$ cat src/verilog/router_pkg.sv
/*
 * constants for the power digital signal router: register indices,
 * field positions, reset values, write masks and source
 * numbering for the routing lanes.
 * assumes a 32-bit apb bus with one register per aligned word.
 */
`default_nettype none

package router_pkg;

    localparam int unsigned ADDR_W   = 8;
    localparam int unsigned DATA_W   = 32;
    localparam int unsigned REG_W    = 8;
    localparam int unsigned NUM_SEL  = 6;
    localparam int unsigned NUM_CH   = 4;
    localparam int unsigned NUM_CMP  = 6;
    localparam int unsigned NUM_MOD  = 4;
    localparam int unsigned NUM_PIN  = 4;
    localparam int unsigned NUM_LANE = 12;
    localparam int unsigned SRC_W    = 16;
    localparam int unsigned IDX_W    = 4;

    // register indices; the byte address is four times the index
    localparam logic [5:0] IDX_DIM_SELECT_CH0_CH1   = 6'h18;
    localparam logic [5:0] IDX_DIM_SELECT_CH2_CH3   = 6'h19;
    localparam logic [5:0] IDX_TRIP_SELECT_CH0_CH1  = 6'h1A;
    localparam logic [5:0] IDX_TRIP_SELECT_CH2_CH3  = 6'h1B;
    localparam logic [5:0] IDX_PIN_DRIVE_SELECT_0_1 = 6'h1C;
    localparam logic [5:0] IDX_PIN_DRIVE_SELECT_2_3 = 6'h1D;
    localparam logic [5:0] IDX_ROUTE_STATUS         = 6'h1E;
    localparam logic [5:0] IDX_FIRST                = IDX_DIM_SELECT_CH0_CH1;

    // slot of each register inside the select array
    localparam int unsigned SLOT_DIM01  = 0;
    localparam int unsigned SLOT_DIM23  = 1;
    localparam int unsigned SLOT_TRIP01 = 2;
    localparam int unsigned SLOT_TRIP23 = 3;
    localparam int unsigned SLOT_PIN01  = 4;
    localparam int unsigned SLOT_PIN23  = 5;

    localparam logic [7:0] SEL_RESET = 8'h00;
    localparam logic [7:0] DIM_MASK  = 8'h3F;
    localparam logic [7:0] FULL_MASK = 8'hFF;

    // field positions: dim fields are 3 bits, trip and pin fields 4 bits
    localparam int unsigned DIM_LO_POS  = 0;
    localparam int unsigned DIM_HI_POS  = 3;
    localparam int unsigned NIB_LO_POS  = 0;
    localparam int unsigned NIB_HI_POS  = 4;

    // status layout
    localparam int unsigned ST_DIM_POS   = 0;
    localparam int unsigned ST_FAULT_POS = 4;
    localparam int unsigned ST_PIN_POS   = 8;
    localparam int unsigned ST_W         = 12;

    // numbering of the shared source vector
    localparam logic [3:0] SRC_CMP8 = 4'h0;
    localparam logic [3:0] SRC_CMP9 = 4'h1;
    localparam logic [3:0] SRC_CMP10 = 4'h2;
    localparam logic [3:0] SRC_CMP11 = 4'h3;
    localparam logic [3:0] SRC_CMP12 = 4'h4;
    localparam logic [3:0] SRC_CMP13 = 4'h5;
    localparam logic [3:0] SRC_MOD0 = 4'h6;
    localparam logic [3:0] SRC_MOD1 = 4'h7;
    localparam logic [3:0] SRC_MOD2 = 4'h8;
    localparam logic [3:0] SRC_MOD3 = 4'h9;
    localparam logic [3:0] SRC_PIN0 = 4'hA;
    localparam logic [3:0] SRC_GND  = 4'hE;

endpackage : router_pkg

`default_nettype wire

$ cat src/verilog/lane_if.sv
/*
 * carrier for one routing lane: the shared source vector, the chosen
 * source number and the routed bit.
 * assumes the router top drives src and idx and a lane drives y.
 */
`timescale 1ns/1ps
`default_nettype none

interface lane_if;
    logic [15:0] src;
    logic [3:0]  idx;
    logic        y;

    modport lane (input src, input idx, output y);
    modport top  (output src, output idx, input y);
endinterface : lane_if

`default_nettype wire

$ cat src/verilog/power_digital_signal_router.sv
/*
 * power digital signal router: six select registers behind an apb slave
 * steer modulator, comparator and function pin signals onto the dimming
 * and fault inputs of four controller channels and onto four pins.
 * assumes a single pclk domain and sources already on this clock or
 * tolerant of a purely combinational path.
 */
// Contract
// - channel 0 dim: codes 0-3 modulators 0..3, 4-7 pins 0..3
// - channel 1 dim: codes 0-3 modulators 1,2,3,0, 4-7 pins 0..3
// - channel 2 dim: codes 0-3 modulators 2,3,0,1, 4-7 pins 0..3
// - channel 3 dim: codes 0-3 modulators 3,0,1,2, 4-7 pins 0..3
// - channel 0 trip: codes 0-5 comparators 8..13, 6-9 pins 0..3
// - channel 1 trip: comparators 9,10,11,8,12,13, then pins 0..3
// - channel 2 trip: comparators 10,11,8,9,12,13, then pins 0..3
// - channel 3 trip: comparators 11,8,9,10,12,13, then pins 0..3
// - trip codes 10 to 15 hold the fault input low
// - pin 0: comparators 8..13, then modulators 0, 2, 3 at 6, 8, 9
// - pin 0 codes 14 and 15 drive low
// - pin 1: comparators 9,10,11, modulator 1 at 7, code 15 low
// - pin 2: comparators 10,11,8,9,12,13, modulator 0 at 6, 15 low
// - pin 3: comparators 11,8,9,10,12,13, codes 14 and 15 low
`timescale 1ns/1ps
`default_nettype none

module power_digital_signal_router (
    input  wire logic                          pclk,
    input  wire logic                          presetn,
    input  wire logic                          psel,
    input  wire logic                          penable,
    input  wire logic                          pwrite,
    input  wire logic [router_pkg::ADDR_W-1:0] paddr,
    input  wire logic [router_pkg::DATA_W-1:0] pwdata,
    output logic      [router_pkg::DATA_W-1:0] prdata,
    output logic                               pready,
    output logic                               pslverr,
    input  wire logic [router_pkg::NUM_MOD-1:0] modulator_output,
    input  wire logic [router_pkg::NUM_CMP-1:0] bank_comparator_output,
    input  wire logic [router_pkg::NUM_PIN-1:0] function_pin_in,
    output logic      [router_pkg::NUM_CH-1:0]  dimming_input,
    output logic      [router_pkg::NUM_CH-1:0]  fault_input,
    output logic      [router_pkg::NUM_PIN-1:0] function_pin_port
);
    import router_pkg::*;

    typedef struct packed {
        logic [NUM_SEL-1:0][REG_W-1:0] sel;
        logic [DATA_W-1:0]             rdata;
        logic                          ready;
        logic                          err;
        logic [ST_W-1:0]               status;
    } state_t;

    state_t q;
    state_t d;

    logic [SRC_W-1:0]            src_vec;
    logic [NUM_LANE-1:0][3:0]    lane_idx;
    logic [NUM_LANE-1:0]         lane_y;
    logic [5:0]                  word_idx;
    logic                        aligned;
    logic                        hit_sel;
    logic                        hit_status;
    logic [2:0]                  slot;

    // channel dim: pins by code bit 2, else modulator rotated by channel
    function automatic logic [3:0] dim_src(input logic [1:0] ch,
                                           input logic [2:0] code);
        logic [1:0] m;
        m = 2'(code[1:0] + ch);
        if (code[2]) begin
            dim_src = 4'(SRC_PIN0 + 4'(code[1:0]));
        end else begin
            dim_src = 4'(SRC_MOD0 + 4'(m));
        end
    endfunction : dim_src

    // channel trip: first four comparators rotate, 12 and 13 fixed
    function automatic logic [3:0] trip_src(input logic [1:0] ch,
                                            input logic [3:0] code);
        logic [1:0] c;
        c = 2'(code[1:0] + ch);
        trip_src = SRC_GND;
        if (code <= 4'h3) begin
            trip_src = 4'(SRC_CMP8 + 4'(c));
        end else if (code <= 4'h5) begin
            trip_src = code;
        end else if (code <= 4'h9) begin
            trip_src = 4'(SRC_PIN0 + 4'(code - 4'h6));
        end
    endfunction : trip_src

    // pin 0 table; code 7 is printed twice, so it stays low
    function automatic logic [3:0] pin0_src(input logic [3:0] code);
        pin0_src = SRC_GND;
        unique case (code)
            4'h0, 4'h1, 4'h2, 4'h3, 4'h4, 4'h5: begin
                pin0_src = code;
            end
            4'h6: begin
                pin0_src = SRC_MOD0;
            end
            4'h8: begin
                pin0_src = SRC_MOD2;
            end
            4'h9: begin
                pin0_src = SRC_MOD3;
            end
            default: begin
                pin0_src = SRC_GND;
            end
        endcase
    endfunction : pin0_src

    // pin 1 table; clashing codes 3 to 6 stay low
    function automatic logic [3:0] pin1_src(input logic [3:0] code);
        pin1_src = SRC_GND;
        unique case (code)
            4'h0: begin
                pin1_src = SRC_CMP9;
            end
            4'h1: begin
                pin1_src = SRC_CMP10;
            end
            4'h2: begin
                pin1_src = SRC_CMP11;
            end
            4'h7: begin
                pin1_src = SRC_MOD1;
            end
            4'h8: begin
                pin1_src = SRC_MOD3;
            end
            default: begin
                pin1_src = SRC_GND;
            end
        endcase
    endfunction : pin1_src

    // pin 2 table; code 8 names three sources, so it stays low
    function automatic logic [3:0] pin2_src(input logic [3:0] code);
        pin2_src = SRC_GND;
        unique case (code)
            4'h0: begin
                pin2_src = SRC_CMP10;
            end
            4'h1: begin
                pin2_src = SRC_CMP11;
            end
            4'h2: begin
                pin2_src = SRC_CMP8;
            end
            4'h3: begin
                pin2_src = SRC_CMP9;
            end
            4'h4: begin
                pin2_src = SRC_CMP12;
            end
            4'h5: begin
                pin2_src = SRC_CMP13;
            end
            4'h6: begin
                pin2_src = SRC_MOD0;
            end
            default: begin
                pin2_src = SRC_GND;
            end
        endcase
    endfunction : pin2_src

    // pin 3 table; only unambiguous modulator codes are kept
    function automatic logic [3:0] pin3_src(input logic [3:0] code);
        pin3_src = SRC_GND;
        unique case (code)
            4'h0: begin
                pin3_src = SRC_CMP11;
            end
            4'h1: begin
                pin3_src = SRC_CMP8;
            end
            4'h2: begin
                pin3_src = SRC_CMP9;
            end
            4'h3: begin
                pin3_src = SRC_CMP10;
            end
            4'h4: begin
                pin3_src = SRC_CMP12;
            end
            4'h5: begin
                pin3_src = SRC_CMP13;
            end
            4'h7: begin
                pin3_src = SRC_MOD0;
            end
            4'h8: begin
                pin3_src = SRC_MOD2;
            end
            default: begin
                pin3_src = SRC_GND;
            end
        endcase
    endfunction : pin3_src

    assign src_vec = {2'b00, function_pin_in, modulator_output,
                      bank_comparator_output};

    always_comb begin
        lane_idx[0] = dim_src(2'd0, q.sel[SLOT_DIM01][DIM_LO_POS +: 3]);
        lane_idx[1] = dim_src(2'd1, q.sel[SLOT_DIM01][DIM_HI_POS +: 3]);
        lane_idx[2] = dim_src(2'd2, q.sel[SLOT_DIM23][DIM_LO_POS +: 3]);
        lane_idx[3] = dim_src(2'd3, q.sel[SLOT_DIM23][DIM_HI_POS +: 3]);
        lane_idx[4] = trip_src(2'd0, q.sel[SLOT_TRIP01][NIB_LO_POS +: 4]);
        lane_idx[5] = trip_src(2'd1, q.sel[SLOT_TRIP01][NIB_HI_POS +: 4]);
        lane_idx[6] = trip_src(2'd2, q.sel[SLOT_TRIP23][NIB_LO_POS +: 4]);
        lane_idx[7] = trip_src(2'd3, q.sel[SLOT_TRIP23][NIB_HI_POS +: 4]);
        lane_idx[8] = pin0_src(q.sel[SLOT_PIN01][NIB_LO_POS +: 4]);
        lane_idx[9] = pin1_src(q.sel[SLOT_PIN01][NIB_HI_POS +: 4]);
        lane_idx[10] = pin2_src(q.sel[SLOT_PIN23][NIB_LO_POS +: 4]);
        lane_idx[11] = pin3_src(q.sel[SLOT_PIN23][NIB_HI_POS +: 4]);
    end

    // one gate-only lane per routed output
    for (genvar i = 0; i < NUM_LANE; i++) begin : g_lane
        lane_if u_if ();
        assign u_if.src  = src_vec;
        assign u_if.idx  = lane_idx[i];
        assign lane_y[i] = u_if.y;
        source_lane u_lane (
            .port (u_if.lane)
        );
    end

    // routed outputs bypass the flops on purpose: a trip must not wait
    assign dimming_input     = lane_y[3:0];
    assign fault_input       = lane_y[7:4];
    assign function_pin_port = lane_y[11:8];

    assign word_idx   = paddr[7:2];
    assign aligned    = (paddr[1:0] == 2'b00);
    assign hit_sel    = aligned && (word_idx >= IDX_FIRST)
                        && (word_idx < IDX_ROUTE_STATUS);
    assign hit_status = aligned && (word_idx == IDX_ROUTE_STATUS);
    assign slot       = 3'(word_idx - IDX_FIRST);

    always_comb begin
        d        = q;
        d.status = {lane_y[11:8], lane_y[7:4], lane_y[3:0]};
        d.ready  = 1'b0;
        d.err    = 1'b0;
        // setup phase: answer is ready in the first access cycle
        if (psel && !penable) begin
            d.ready = 1'b1;
            d.rdata = '0;
            if (hit_sel && !pwrite) begin
                d.rdata = DATA_W'(q.sel[slot]);
            end else if (hit_status && !pwrite) begin
                d.rdata = DATA_W'(q.status);
            end else if (!hit_sel) begin
                d.err = 1'b1;
            end
        end
        // write lands at the edge that completes the access phase
        if (psel && penable && q.ready && pwrite && hit_sel) begin
            // reserved dim bits kept zero regardless of software
            if (slot == 3'(SLOT_DIM01) || slot == 3'(SLOT_DIM23)) begin
                d.sel[slot] = pwdata[REG_W-1:0] & DIM_MASK;
            end else begin
                d.sel[slot] = pwdata[REG_W-1:0] & FULL_MASK;
            end
        end
    end

    always_ff @(posedge pclk or negedge presetn) begin
        if (!presetn) begin
            q.sel    <= {NUM_SEL{SEL_RESET}};
            q.rdata  <= '0;
            q.ready  <= 1'b0;
            q.err    <= 1'b0;
            q.status <= '0;
        end else begin
            q <= d;
        end
    end

    assign prdata  = q.rdata;
    assign pready  = q.ready;
    assign pslverr = q.err;

endmodule : power_digital_signal_router

`default_nettype wire

$ cat src/verilog/source_lane.sv
/*
 * one routing lane: picks a bit of the source vector by number.
 * assumes the ground slots of the source vector are tied low.
 */
`timescale 1ns/1ps
`default_nettype none

module source_lane (
    lane_if.lane port
);
    import router_pkg::*;

    // plain gate path, no storage, so the route adds no cycle
    assign port.y = port.src[port.idx];

endmodule : source_lane

`default_nettype wire
$ cat config.mk
export PLATFORM = sky130hd
export DESIGN_NAME = power_digital_signal_router
export DESIGN_NICKNAME = d
export VERILOG_FILES = /design/src/verilog/router_pkg.sv /design/src/verilog/lane_if.sv /design/src/verilog/power_digital_signal_router.sv /design/src/verilog/source_lane.sv
export SDC_FILE = /design/constraint.sdc
export NUM_CORES = 1
export LEC_CHECK = 0
export ABC_AREA = 1
export BUFFER_PORTS_ARGS = -buffer_cell sky130_fd_sc_hd__buf_4
export CAP_MARGIN = 20
export CORE_ASPECT_RATIO = 1.75
export CORE_MARGIN = 1.5
export CORE_UTILIZATION = 30
export DETAILED_ROUTE_END_ITERATION = 10
export PLACE_DENSITY = 0.58
export SLEW_MARGIN = 25
export SYNTH_ARGS = -nofsm -noshare
export SYNTH_HDL_FRONTEND = slang
export SYNTH_SLANG_ARGS = --single-unit
$ cat constraint.sdc
create_clock -name pclk -period 2.27 [get_ports pclk]
set_clock_uncertainty 0.15 [all_clocks]
set_input_delay 0.3405 -clock pclk [delete_from_list [all_inputs] [get_ports pclk]]
set_output_delay 0.3405 -clock pclk [all_outputs]
set_load 0.1 [all_outputs]
# == Yosys cells after proc, flatten, opt, wreduce, memory -nomap -nowiden ==
# Memories as Yosys holds them, arrays and structs flattened.
# Cells that the tools add are included.
# word_totals
reg_bits,74
romBits,64
in_bits,59
out_inout_bits,46
word_cells,158
memories,1
# mem_list
memory,depth,word_bits,rd,rd_clocked_by_memory_dff,write_ports,line,rtl
(no name shown),16,4,1,0,0,power_digital_signal_router.sv:174,unique case (code)
# classes
add_sub_neg,23
magnitude_cmp,28
eq_ne,20
mux,56
n_reduce_logical,20
# op_table
operator,n
$bwmux W48,2
$mux W4,16
$lt A4 B5 Y1 const B,12
$bmux W1 S4,12
$mux W48,1
$eq A4 B3 Y1 const B,7
$pmux W4 S7,1
$bmux W8 S3,1
$demux W8 S3,1
$mux W12,2
$eq A4 B2 Y1 const B,5
$pmux W4 S5,1
$add A3 B2 Y4 const A,4
$add A4 B2 Y4 const A,4
$add A4 B4 Y4 const A,4
$le A4 B2 Y1 const B,4
$le A4 B3 Y1 const B,4
$le A4 B4 Y1 const B,4
$mux W8,2
$pmux W4 S4,1
$sub A4 B3 Y4 const B,4
$mux W1,15
$eq A4 B1 Y1 const B,3
$eq A4 B4 Y1 const B,3
17 further kinds,34

# == Depth between registers and ports, before layout ==
# depth
word_depth,7
ltp_mapped,13
mapped_depth_nobuf,12

# == Hierarchy ==
# From an unflattened synthesis, not the netlist that was laid out.
# unflattened
cells_unflattened,1209
area_unflattened_um2,7308.3
# by_module_without_submodules
mod,instances,cells_each,area_each_um2,seq_area_each_um2
power_digital_signal_router,1,609,4545.6,1851.8
source_lane,12,50,230.2,0.0

# == Least setup slack after synthesis ==
# Ideal clock, no wire load.
# synth_timing
path_kind,flip-flop to output port
start,register with a tool-made name
end,output fault_input[3] (netlist name)
arrival_time_ps,1864
required_ps,1780
slack_ps,-84
stages_incl_launch_ff,13
path_buffers,1
path_cell_list,dfrtp_1 -> inv_1 -> ha_1 -> o21ai_0 -> nand2_1 -> a21boi_0 -> nand3_1 -> nand2_1 -> nand2_1 -> nand2_1 -> nand2_1 -> nand2_1 -> buf_4
# synth_rtl
item,line,rtl
end: declaration,power_digital_signal_router.sv:41,"output logic [router_pkg::NUM_CH-1:0] fault_input,"

==> impl_metrics.ini <==
[outcome]
status = complete, but fails checks
violations = negative setup slack

[cts]
cts_tree = done
clkTransAtPathRegs_ns = 0.06
clock_latency_ns = 0.35
clock_sinks = 74
clk_path_buf_depth = 2
cts.htree.levels = 3
cts.root.buffer_cell = clkbuf_16
numCtsBuffers = 9

[yosys]
synth_edf_count = 0
synth_cells = 788
ys_ff_latch = 74
synth.cell_area_sq_um = 5420
synthFlopType = dfrtp_1
avgSynthCellArea_sq_um = 6.878
async_reset_ff_share_pct = 100.0
yosys-top-cells-area = dfrtp_1 34%, nand2_1 14%, o21ai_0 7.0%, inv_1 6.8%, buf_4 6.2%
ys_top_cells_by_count = 205 x nand2_1, 98 x inv_1, 76 x o21ai_0
yosysWarningCount = 0
synth_top_area_cell = dfrtp_1
yosysMostFrequentCell = nand2_1
yosysSeqAreaShare_pct = 34.16
synth_cell_type_count = 41
synth_top_area_share_pct = 34.16

[die]
die_y_microns = 180.8
io_pins = 105
fp.dieArea_sq_um = 18920
fp.coreArea_sq_um = 17620
start_util_pct = 30.77
fp-row-count = 64
die_x_microns = 104.6

[critical_path]
cp.required_ns = 1.78
regToRegSetupSlack_ns = 0.39
r2r_end = q[7]$_DFF_PN0_
critPathArrivalTime_ns = 2.06
r2r_cells = 10
cp-endpoint = fault_input[3]
worstSetupStartpointType = flip-flop
endpoint_kind = output port
r2r_start = q[77]$_DFFE_PN0P_
worstSetupPathType = flip-flop to output port
cp_max_fo = 5

[route]
routed-via-count = 5620
drt_wl_total_mm = 18.70
vias_per_cell = 4.947
ant_nets = 0
first_pass_iters = 5
avgRoutedWirePerCell_microns = 16.46
drtIter0Drc = 256
drc = 0

[sta]
slew_viol_final = 0
post-route-min-period_ns = 2.546
relSlewSlack_pct = 65.74
finalSetupViolations = 9
rsz0062_at_grt = true
fmax_ghz = 0.3927
worstMarginPinSlew_ns = 0.5009
hold_slack_ns = 0.1391
hold_viol_final = 0
period_share_pct = 112.2
fin_ws_ns = -0.2763

[placement]
port_buffers = 60
dpl-instance-area_sq_um = 6195
place.gp.congestion = 0.9483
placed_cells = 1092
post-dp-hpwl_mm = 14.62
detailedPlace.worstSlack_ns = -0.1882

[flow_run]
drv_cap = 0

[power_and_ir_drop]
ir_drop_uv = 340.1
comb_power_share_pct = 19.3
fin_total_pwr_mw = 3.477
p_int_mw = 2.367
seq_power_share_pct = 38.6
clkPwrFrac_pct = 42.1
power_density_nw_per_um2 = 470.1
power_leakage_nw = 3.541
swShare_pct = 31.92
p_sw_mw = 1.110

[worst_hold_path]
min_path_type = primary input to flip-flop

[global_routing]
antenna_found_initial = 0
grtUsageTotal_pct = 19.90
first_global_vias = 5395
overflow = 0
grt_pass1_wl_mm = 28.64
grt_max_degree = 61

[layout]
post-route-cell-area_sq_um = 7397
final_layout_size_suffix_gt1_share_pct = 34.03
fin_cells = 1136
diodes = 0
finalNetCount = 968
syn2layout_area_growth_pct = 36.47
-- timing repair --
| action | 4_1_cts | 5_1_grt |
|---|---|---|
| endpoints found under the setup margin | 12 | 12 |
| endpoints found under the hold margin | 14 | 0 |
| buffers inserted | 14 | 13 |
| resized for setup | 138 | 85 |
| gates cloned | 0 | 0 |
| hold buffers | 1 | 0 |
| pin swaps | 40 | 50 |
-- cell usage in the layout, fill, tap and decap left out, types with 33 or more instances in the layout --
cell type  Yosys  layout
buf_4         45     114
nand3_1       63      50
dfrtp_1       74      63
a21oi_1       52      37
o21ai_1       29      45
nand2_1      205     184
inv_2          6      33
o21ai_0       76      52
nor2_1        45      33
inv_1         98      70
-- worst min path at each step --
| stage | from | to | cells after the start |
|---|---|---|---|
| 2_1_floorplan | presetn | async pin | 0 |
| 3_3_place_gp | presetn | pready$_DFF_PN0_ | 1 |
| 3_5_place_dp | presetn | pready$_DFF_PN0_ | 1 |
| 4_1_cts | pwdata[7] | q[69]$_DFFE_PN0P_ | 3 |
| 5_1_grt | pwdata[7] | q[69]$_DFFE_PN0P_ | 3 |
| 6_report | pwdata[6] | q[68]$_DFFE_PN0P_ | 3 |
-- area by class of cell --
class / instances / area, sq um
Multi-Input combinational cell: 568 / 3266
Clock buffer: 9 / 225.2
Timing Repair Buffer: 141 / 1272
Fill cell: 1854 / 10220
Sequential cell: 74 / 1866
Inverter: 106 / 405.4
Clock inverter: 7 / 73.82
Tap cell: 231 / 289.0
-- stage by stage --
step           util [%]  setup TNS (ns)
2_1_floorplan         -       -0.003775
3_3_place_gp      35.16         -0.3305
3_5_place_dp      35.16         -0.5607
4_1_cts           39.94          -1.131
5_1_grt           41.99          -2.164
6_report          41.99         -0.9727
-- worst max-delay path, stage by stage, from the launching register on --
cell     delay [ns]
dfrtp_1        0.43
inv_2          0.07
ha_4           0.17
o21ai_4        0.15
nand2_4        0.10
buf_6          0.14
nand3_1        0.07
nand3_1        0.10
nand3_1        0.09
nand3_1        0.08
nand2_2        0.12
buf_12         0.18
-- power groups by stage --
stage / sequential (mW) / clock, mW / combinational [mW]
floorplan: 1.38 / 0 / 0.418
global placement: 1.37 / 0 / 0.604
detailed placement: 1.37 / 0 / 0.606
CTS: 1.34 / 1.50 / 0.654
global route: 1.34 / 1.55 / 0.705
finish: 1.34 / 1.46 / 0.673
-- metal layers --
metal  wire (microns)  up-vias  GRT usage, %
li1                 -     2761             -
met1             6578     2574         19.81
met2             9661      195         35.89
met3              708       90         2.525
met4             1750        0         17.32
met5                0        -             0
-- logic make-up (layout without fill, tap and decap cells) --
logic type / count (synthesis) / after routing / synth area share [%]
buffers and inverters: 165 / 263 / 15.67
other: 1 / 20 / 0.06919
AO/OA/AOI/OAI: 192 / 192 / 19.39
AND/OR/NAND/NOR: 343 / 343 / 27.98
XOR/XNOR: 4 / 4 / 0.6463
flip-flops: 74 / 74 / 34.16
adder cells (fa/ha/maj): 9 / 9 / 2.078
No activity file was read; power rests on OpenSTA's default activity.
